[src/rtl/wcsm_map.vh]
// Constants for the waveform capture serial master
`ifndef WCSM_MAP_VH
`define WCSM_MAP_VH

// Capture port configuration register fields
`define WCSM_CFG_RESET 8'h00
`define WCSM_CFG_CLK_SLOW_BIT 0
`define WCSM_CFG_PKG_SIZE8_BIT 1
`define WCSM_CFG_GAP_EN_BIT 2
`define WCSM_CFG_WSET_LSB 3
`define WCSM_CFG_WSET_MSB 4
`define WCSM_CFG_SEL_POL_BIT 5

// Word set codes
`define WCSM_WSET_ALL 2'h0
`define WCSM_WSET_WAVE 2'h1
`define WCSM_WSET_POWER 2'h2
`define WCSM_WSET_RSVD 2'h3

// Last word position per word set (word count minus one)
`define WCSM_WORDS_ALL 4'hF
`define WCSM_WORDS_WAVE 4'h6
`define WCSM_WORDS_POWER 4'h8

// Word codes in full-transfer order
`define WCSM_W_IA 4'h0
`define WCSM_W_VA 4'h1
`define WCSM_W_IB 4'h2
`define WCSM_W_VB 4'h3
`define WCSM_W_IC 4'h4
`define WCSM_W_VC 4'h5
`define WCSM_W_SA 4'h6
`define WCSM_W_IN 4'h7
`define WCSM_W_SB 4'h8
`define WCSM_W_SC 4'h9
`define WCSM_W_PA 4'hA
`define WCSM_W_PB 4'hB
`define WCSM_W_PC 4'hC
`define WCSM_W_QA 4'hD
`define WCSM_W_QB 4'hE
`define WCSM_W_QC 4'hF

// Timing: clock rates in kHz, half-period phase accumulator
`define WCSM_MCLK_KHZ 100000
`define WCSM_FAST_KHZ 8000
`define WCSM_SLOW_KHZ 4000
`define WCSM_PHASE_MOD 100
`define WCSM_STEP_FAST ((2 * `WCSM_FAST_KHZ * `WCSM_PHASE_MOD) / `WCSM_MCLK_KHZ)
`define WCSM_STEP_SLOW ((2 * `WCSM_SLOW_KHZ * `WCSM_PHASE_MOD) / `WCSM_MCLK_KHZ)
`define WCSM_GAP_CYCLES 3'h7
`define WCSM_SAMPLE_US 125

`endif

[src/rtl/wcsm_top.v]
// Waveform capture serial master: config register, word sequencer, serial shifter
// Operation
// - Port off after reset; enable bit controls it
// - Enable ignored unless register interface uses I2C
// - 24-bit words sign-extended; sixteen words maximum
// - Full set sent in fixed phase order
// - Missing variant channels sent as zero words
// - Device is master: select, data, clock out
// - Data and select pins high after reset
// - Config bit 0 picks 8 or 4 MHz
// - New bit each clock fall, MSB first
// - Config bit 1 picks 32 or 8-bit packages
// - Config bit 2 inserts seven-clock gaps
// - Config bits 4:3 pick word set
// - Waveform set: seven current/voltage words
// - Power set: nine apparent/active/reactive words
// - Config bit 5 sets select polarity
// - Config bits 7:6 reserved, no effect
// - Long transfers run every second sample cycle
// - Transfer duration matches documented timing
// - Shared pins used only in I2C mode
`include "wcsm_map.vh"

module wcsm_top #(
  parameter HAS_NEUTRAL = 1,
  parameter HAS_REACTIVE = 1
) (
  input wire MCLK_I,
  input wire RST_N_I,
  input wire CFG_WR_I,
  input wire [7:0] CFG_WDATA_I,
  input wire CAPTURE_ENABLE_I,
  input wire I2C_MODE_I,
  input wire SAMPLE_TICK_I,
  input wire [23:0] WORD_DATA_I,
  output reg [7:0] CFG_RDATA_O,
  output reg [3:0] WORD_SEL_O,
  output reg BUSY_O,
  output reg CAPTURE_PORT_OE_O,
  output reg CAPTURE_SELECT_OUT_O,
  output reg CAPTURE_DATA_OUT_O,
  output reg CAPTURE_SERIAL_CLOCK_O
);

  localparam [1:0] ST_IDLE = 2'h0;
  localparam [1:0] ST_SHIFT = 2'h1;
  localparam [1:0] ST_GAP = 2'h2;

  reg [7:0] capture_port_config;
  reg [5:0] run_cfg;
  reg [1:0] state;
  reg [4:0] bit_cnt;
  reg [3:0] word_pos;
  reg [2:0] gap_cnt;
  reg [31:0] shreg;
  reg sample_phase;

  wire sclk;
  wire fall;
  wire rise;
  wire port_active;
  wire [1:0] cfg_wset;
  wire [1:0] run_wset;
  wire run_slow;
  wire run_size8;
  wire run_gap;
  wire run_pol;
  reg cfg_long;
  wire launch;
  wire pkg_end;
  wire word_end;
  reg [3:0] last_pos;
  wire [31:0] word_ext;
  reg missing;
  reg next_select;

  // Reserved upper bits are stored for readback only
  wire [5:0] cfg_used = capture_port_config[5:0];

  // Port runs only when enabled and the shared pins are free of SPI
  assign port_active = CAPTURE_ENABLE_I & I2C_MODE_I;

  assign cfg_wset = cfg_used[`WCSM_CFG_WSET_MSB:`WCSM_CFG_WSET_LSB];
  assign run_wset = run_cfg[`WCSM_CFG_WSET_MSB:`WCSM_CFG_WSET_LSB];
  assign run_slow = run_cfg[`WCSM_CFG_CLK_SLOW_BIT];
  assign run_size8 = run_cfg[`WCSM_CFG_PKG_SIZE8_BIT];
  assign run_gap = run_cfg[`WCSM_CFG_GAP_EN_BIT];
  assign run_pol = run_cfg[`WCSM_CFG_SEL_POL_BIT];

  // Settings whose transfer exceeds one sample period
  always @* begin
    case (cfg_wset)
      `WCSM_WSET_WAVE: begin
        cfg_long = 1'b0;
      end
      `WCSM_WSET_POWER: begin
        cfg_long = cfg_used[`WCSM_CFG_GAP_EN_BIT] & cfg_used[`WCSM_CFG_PKG_SIZE8_BIT] &
                   cfg_used[`WCSM_CFG_CLK_SLOW_BIT];
      end
      default: begin
        cfg_long = cfg_used[`WCSM_CFG_CLK_SLOW_BIT];
      end
    endcase
  end

  assign launch = SAMPLE_TICK_I & port_active & (state == ST_IDLE) &
                  (~cfg_long | ~sample_phase);

  // Select turns active on the launch edge so it changes in the same cycle BUSY_O rises
  always @* begin
    next_select = ~cfg_used[`WCSM_CFG_SEL_POL_BIT];
    if (launch) begin
      next_select = cfg_used[`WCSM_CFG_SEL_POL_BIT];
    end
  end

  always @* begin
    case (run_wset)
      `WCSM_WSET_WAVE: begin
        last_pos = `WCSM_WORDS_WAVE;
      end
      `WCSM_WSET_POWER: begin
        last_pos = `WCSM_WORDS_POWER;
      end
      default: begin
        last_pos = `WCSM_WORDS_ALL;
      end
    endcase
  end

  // Without gaps the package size has no effect: one continuous stream
  assign pkg_end = run_size8 ? (bit_cnt[2:0] == 3'h7) : (bit_cnt == 5'h1F);
  assign word_end = (bit_cnt == 5'h1F);

  // Position in the chosen word set to word code
  function [3:0] word_code;
    input [1:0] wset;
    input [3:0] pos;
    begin
      case (wset)
        `WCSM_WSET_WAVE: begin
          word_code = (pos == 4'h6) ? `WCSM_W_IN : pos;
        end
        `WCSM_WSET_POWER: begin
          case (pos)
            4'h0: word_code = `WCSM_W_SA;
            4'h1: word_code = `WCSM_W_SB;
            4'h2: word_code = `WCSM_W_SC;
            default: word_code = pos + 4'h7;
          endcase
        end
        default: begin
          word_code = pos;
        end
      endcase
    end
  endfunction

  always @* begin
    missing = 1'b0;
    if (WORD_SEL_O == `WCSM_W_IN && HAS_NEUTRAL == 0) begin
      missing = 1'b1;
    end
    if (WORD_SEL_O >= `WCSM_W_QA && HAS_REACTIVE == 0) begin
      missing = 1'b1;
    end
  end

  assign word_ext = missing ? 32'h00000000 : {{8{WORD_DATA_I[23]}}, WORD_DATA_I};

  wcsm_clkgen u_clkgen (
    .clk_i(MCLK_I),
    .rst_n_i(RST_N_I),
    .run_i(state != ST_IDLE),
    .slow_i(run_slow),
    .sclk_o(sclk),
    .fall_o(fall),
    .rise_o(rise)
  );

  // Configuration register; written through the register interface
  always @(posedge MCLK_I) begin
    if (!RST_N_I) begin
      capture_port_config <= `WCSM_CFG_RESET;
      CFG_RDATA_O <= `WCSM_CFG_RESET;
    end else begin
      if (CFG_WR_I) begin
        capture_port_config <= CFG_WDATA_I;
        CFG_RDATA_O <= CFG_WDATA_I;
      end
    end
  end

  // Alternates each sample tick so long transfers take the first of two
  always @(posedge MCLK_I) begin
    if (!RST_N_I || !port_active) begin
      sample_phase <= 1'b0;
    end else if (SAMPLE_TICK_I) begin
      sample_phase <= ~sample_phase;
    end
  end

  // Transfer sequencer
  always @(posedge MCLK_I) begin
    if (!RST_N_I) begin
      state <= ST_IDLE;
      run_cfg <= 6'h00;
      bit_cnt <= 5'h00;
      word_pos <= 4'h0;
      gap_cnt <= 3'h0;
      shreg <= 32'h00000000;
      WORD_SEL_O <= 4'h0;
      BUSY_O <= 1'b0;
    end else if (!port_active) begin
      // Disabling aborts any transfer at once
      state <= ST_IDLE;
      bit_cnt <= 5'h00;
      word_pos <= 4'h0;
      BUSY_O <= 1'b0;
    end else begin
      case (state)
        ST_IDLE: begin
          if (launch) begin
            // Config is frozen per transfer so a write cannot tear one
            run_cfg <= cfg_used;
            state <= ST_SHIFT;
            bit_cnt <= 5'h00;
            word_pos <= 4'h0;
            WORD_SEL_O <= word_code(cfg_wset, 4'h0);
            BUSY_O <= 1'b1;
          end
        end
        ST_SHIFT: begin
          if (fall) begin
            if (bit_cnt == 5'h00) begin
              shreg <= {word_ext[30:0], 1'b0};
            end else begin
              shreg <= {shreg[30:0], 1'b0};
            end
          end
          if (rise) begin
            if (word_end && word_pos == last_pos) begin
              state <= ST_IDLE;
              BUSY_O <= 1'b0;
            end else begin
              bit_cnt <= bit_cnt + 5'h01;
              if (word_end) begin
                word_pos <= word_pos + 4'h1;
                WORD_SEL_O <= word_code(run_wset, word_pos + 4'h1);
              end
              if (run_gap && pkg_end) begin
                state <= ST_GAP;
                gap_cnt <= `WCSM_GAP_CYCLES;
              end
            end
          end
        end
        ST_GAP: begin
          if (rise) begin
            if (gap_cnt == 3'h1) begin
              state <= ST_SHIFT;
            end else begin
              gap_cnt <= gap_cnt - 3'h1;
            end
          end
        end
        default: begin
          state <= ST_IDLE;
        end
      endcase
    end
  end

  // Pin drivers; select, data and clock pins all sit high from reset until enabled
  always @(posedge MCLK_I) begin
    if (!RST_N_I) begin
      CAPTURE_PORT_OE_O <= 1'b0;
      CAPTURE_SELECT_OUT_O <= 1'b1;
      CAPTURE_DATA_OUT_O <= 1'b1;
      CAPTURE_SERIAL_CLOCK_O <= 1'b1;
    end else if (!port_active) begin
      CAPTURE_PORT_OE_O <= 1'b0;
      CAPTURE_SELECT_OUT_O <= 1'b1;
      CAPTURE_DATA_OUT_O <= 1'b1;
      CAPTURE_SERIAL_CLOCK_O <= 1'b1;
    end else begin
      CAPTURE_PORT_OE_O <= 1'b1;
      if (state == ST_IDLE) begin
        CAPTURE_SELECT_OUT_O <= next_select;
        CAPTURE_SERIAL_CLOCK_O <= 1'b1;
      end else begin
        CAPTURE_SELECT_OUT_O <= run_pol;
        CAPTURE_SERIAL_CLOCK_O <= (state == ST_GAP) ? 1'b1 : sclk;
      end
      if (state == ST_SHIFT && fall) begin
        CAPTURE_DATA_OUT_O <= (bit_cnt == 5'h00) ? word_ext[31] : shreg[31];
      end
    end
  end

endmodule

[src/rtl/wcsm_clkgen.v]
// Serial clock generator with one-cycle fall and rise enables
`include "wcsm_map.vh"

module wcsm_clkgen (
  input wire clk_i,
  input wire rst_n_i,
  input wire run_i,
  input wire slow_i,
  output reg sclk_o,
  output reg fall_o,
  output reg rise_o
);

  localparam integer STEP_FAST_FULL = `WCSM_STEP_FAST;
  localparam integer STEP_SLOW_FULL = `WCSM_STEP_SLOW;
  localparam integer MOD_FULL = `WCSM_PHASE_MOD;
  // Cut to eight bits on purpose: steps and modulus stay below 256
  localparam [7:0] STEP_FAST = STEP_FAST_FULL[7:0];
  localparam [7:0] STEP_SLOW = STEP_SLOW_FULL[7:0];
  localparam [7:0] MOD = MOD_FULL[7:0];

  reg [7:0] acc;
  wire [7:0] sum;

  // 8 MHz is not a whole divisor of the system clock, so a fractional
  // accumulator keeps the average rate exact at the price of 1-cycle jitter
  assign sum = acc + (slow_i ? STEP_SLOW : STEP_FAST);

  always @(posedge clk_i) begin
    if (!rst_n_i || !run_i) begin
      acc <= 8'h00;
      sclk_o <= 1'b1;
      fall_o <= 1'b0;
      rise_o <= 1'b0;
    end else if (sum >= MOD) begin
      acc <= sum - MOD;
      sclk_o <= ~sclk_o;
      fall_o <= sclk_o;
      rise_o <= ~sclk_o;
    end else begin
      acc <= sum;
      fall_o <= 1'b0;
      rise_o <= 1'b0;
    end
  end

endmodule

[config.mk]
export PLATFORM = sky130hd
export DESIGN_NAME = wcsm_top
export DESIGN_NICKNAME = d
export VERILOG_FILES = /design/src/rtl/wcsm_top.v /design/src/rtl/wcsm_clkgen.v
export VERILOG_INCLUDE_DIRS = /design/src /design/src/rtl
export SDC_FILE = /design/constraint.sdc
export NUM_CORES = 1
export LEC_CHECK = 0
export ABC_CLOCK_PERIOD_IN_PS = 4320
export BUFFER_PORTS_ARGS = -buffer_cell sky130_fd_sc_hd__buf_2
export CAP_MARGIN = 20
export CORE_UTILIZATION = 30
export DETAILED_ROUTE_END_ITERATION = 8
export PLACE_DENSITY = 0.48
export SYNTH_ARGS = -nofsm -noshare
export SYNTH_HDL_FRONTEND = slang
export SYNTH_SLANG_ARGS = --single-unit
[constraint.sdc]
create_clock -name MCLK_I -period 4.32 [get_ports MCLK_I]
set_input_delay 0.864 -clock MCLK_I [delete_from_list [all_inputs] [get_ports MCLK_I]]
set_output_delay 0.864 -clock MCLK_I [all_outputs]
set_load 0.005 [all_outputs]
==> flow_summary.json <==
{
  "hold_path.class": "register to register",
  "antenna_found_initial": 0,
  "grt_pass1_vias": 3393,
  "synthesis.area_sq_um": 4039,
  "cts_buffers": 9,
  "synth_edf_count": 0,
  "cts_tree": "done",
  "start_util": 0.3062,
  "cp_max_fo": 8,
  "drive_gt1_frac": 0.1491,
  "drc": 0,
  "n_antenna_cell": 0,
  "drtAntennaViolNets": 0,
  "clkTransAtPathRegs_ps": 60,
  "crit_required_ps": 4590,
  "wl_per_cell_um": 13.62,
  "netlist_top_cells_area": "dfxtp_1, nand2_1, o211a_1, ha_1, nand3_1",
  "gp_congestion": 0.7807,
  "dp_hpwl_um": 6739,
  "drt_iter0_markers": 230,
  "routed_wl_um": 9618,
  "dr_wl_met3_um": 410,
  "grt_setup_unrepaired": "no",
  "dieArea_sq_um": 13930,
  "grt_pass1_wl_um": 16330,
  "critPathMaxStageDelay_ps": 490,
  "stdcell_count": 706,
  "async_reset_ff_frac": 0,
  "cts.path.max_buffers": 2,
  "syn_area_per_cell_sq_um": 8.293,
  "core_sq_um": 13190,
  "syn2layout_area_growth_pct": 17.01,
  "crit_family": "adder cells",
  "cts.sinks": 78,
  "track_usage": 0.1438,
  "multi_input_area_sq_um": 2293,
  "synth_cells": 487,
  "dr.pass1.iters": 6,
  "globalRouteOverflowTotal": 0,
  "hold_violations": 0,
  "fp.dieW_um": 118.0,
  "rows": 42,
  "cp_slowest_cell": "fa_1",
  "ff_latch_area_sq_um": 1562,
  "drv_slew": 0,
  "ys.flop_type": "dfxtp_1",
  "r2r_setup_slack_ps": 1930,
  "status": "finished, final reports clean",
  "start_kind": "register",
  "synth.distinct_cells": 57,
  "max_freq_mhz": 418.4,
  "routed.top_layer": "met4",
  "fin_skew_ps": 6.820,
  "fin_crit_sh": 0.5533,
  "syn-num-nets": 543,
  "die_y_um": 118.0,
  "met1_length_um": 4663,
  "synth_top_area_share": 0.3866,
  "nFillCells": 1399,
  "path_class": "register to register",
  "port-buffer-count": 54,
  "htreeDepth": 3,
  "root_buffer": "clkbuf_16",
  "ctsHoldBuffers": 0,
  "grt_max_degree": 55,
  "layout_min_cycle_time_ps": 2390,
  "path_cells": "ha_1 > inv_1 > fa_1 > and2_1 > a22oi_1 > o21a_1 > mux2i_1",
  "powerDensity_nw_per_um2": 321.5,
  "ys_ff_latch": 78,
  "end_kind": "register",
  "synth_top_cell_by_area": "dfxtp_1",
  "nets": 583,
  "slew_headroom": 0.2669,
  "placedCellCount": 692,
  "critPathArrivalTime_ps": 2660,
  "vias": 3543,
  "drv_cap": 0,
  "ios": 55,
  "crit_buf_inv": 1,
  "setup_viol": 0,
  "synth_warnings": 0,
  "max_slew.worst_pin.slew_ps": 1100,
  "ys_seq_area_frac": 0.3866,
  "postCtsResizedCells": 0,
  "leakagePower_uw": 0.002188,
  "viasPerCell": 5.018,
  "post-cts-setup-buffers": 0,
  "clock_latency_ps": 340,
  "route.met2.wl_um": 4426,
  "totalNegativeSetupSlack_ps": 0,
  "vdd.ir_drop.worst_mv": 0.1593
}
==> power by group <==
part | internal [uW] | switching [uW] | total, uW
clock | 429 | 281 | 709
sequential | 726 | 6.50 | 733
combinational | 34.8 | 42.4 | 77.1
==> worst reg2reg max path, delay by kind of cell (launching register included) <==
family	cells	cell delay, ps
multiplexers	1	220
AO/OA/AOI/OAI	2	640
flip-flops	1	440
adder cells (fa/ha/maj)	2	720
AND/OR/NAND/NOR	1	250
buffers and inverters	1	60
==> Yosys cell counts, drive strengths merged (2+ instances only) <==
cell,count
a211oi,2
a21boi,6
a21oi,31
a22o,2
a22oi,2
a311oi,2
a31oi,5
and2,5
and3,3
and3b,2
buf,4
clkbuf,24
dfxtp,78
ha,17
inv,22
mux2i,16
nand2,80
nand2b,4
nand3,36
nand3b,3
nand4,5
nor2,20
nor2b,18
nor3,12
o2111a,3
o2111ai,2
o211a,25
o21ai,25
or3,2
xnor2,5
xor2,3
==> cell type report <==
type,count,share of cell area
clock inverters,1,0.001059
multi-input cells,359,0.4853
inverters,22,0.01747
well taps,176,0.04660
repair buffers,57,0.06195
clock buffers,13,0.05719
flip-flops and latches,78,0.3304
==> logic make-up after synthesis <==
| kind of cell | count (synthesis) | share of synthesized area |
|---|---|---|
| flip-flops | 78 | 0.3866 |
| AND/OR/NAND/NOR | 196 | 0.2345 |
| AO/OA/AOI/OAI | 121 | 0.2165 |
| adder cells (fa/ha/maj) | 18 | 0.05762 |
| XOR/XNOR | 8 | 0.01735 |
| buffers and inverters | 50 | 0.04771 |
| multiplexers | 16 | 0.03965 |
==> layout by cell type, fill, tap and decap left out, types with 2 or more instances in the layout <==
master / n
o21ai_0: 24
inv_1: 22
a21oi_1: 29
or3_1: 2
a311oi_1: 2
xor2_1: 3
buf_2: 54
nand3b_1: 3
o211a_1: 25
nor2b_1: 18
nor3_1: 12
nor2_1: 20
mux2i_1: 16
a22o_1: 2
a21boi_0: 6
nand3_1: 36
and2_1: 5
xnor2_1: 5
nand2_1: 80
o2111a_1: 3
and3_1: 3
nand4_1: 5
a21oi_2: 2
a211oi_1: 2
ha_1: 17
dfxtp_1: 78
buf_4: 3
a31oi_1: 5
and3b_1: 2
nand2b_1: 4
clkbuf_8: 3
clkbuf_16: 9
a22oi_1: 2
==> worst paths after layout <==
kind                 start  cells after the start         endpoint
max             run_cfg[0]                      7  u_clkgen.sclk_o
min          WORD_SEL_O[3]                      2    WORD_SEL_O[3]
max reg2reg     run_cfg[0]                      7  u_clkgen.sclk_o
min reg2reg  WORD_SEL_O[3]                      2    WORD_SEL_O[3]
==> state kept, by name, summed over array words and instances, names as in the netlist <==
register	flops
shreg	31
capture_port_config	8
run_cfg	6
u_clkgen.acc	6
bit_cnt	5
WORD_SEL_O	4
word_pos	4
gap_cnt	3
state	2
BUSY_O	1
CAPTURE_DATA_OUT_O	1
CAPTURE_PORT_OE_O	1
CAPTURE_SELECT_OUT_O	1
CAPTURE_SERIAL_CLOCK_O	1
sample_phase	1
u_clkgen.fall_o	1
u_clkgen.rise_o	1
u_clkgen.sclk_o	1
==> through the flow <==
step | hold WS [ps] | util | total power (uW) | setup slack [ps] | instance area [sq um]
floorplan | 427.1 | - | 792.3 | 2143 | 4039
global placement | 438.1 | 0.3374 | 825.4 | 1699 | 4451
detailed placement | 444.5 | 0.3374 | 826.4 | 1659 | 4451
CTS | 452.0 | 0.3583 | 1541 | 1943 | 4726
global route | 490.3 | 0.3583 | 1587 | 1724 | 4726
finish | 450.8 | 0.3583 | 1519 | 1930 | 4726
==> per-layer routing <==
layer / vias to the layer above / GRT usage
li1: 1798 / -
met1: 1663 / 0.1817
met2: 70 / 0.2393
met3: 12 / 0.03634
met4: 0 / 0.04407
met5: - / 0
Power figures use the tool's default switching activity.
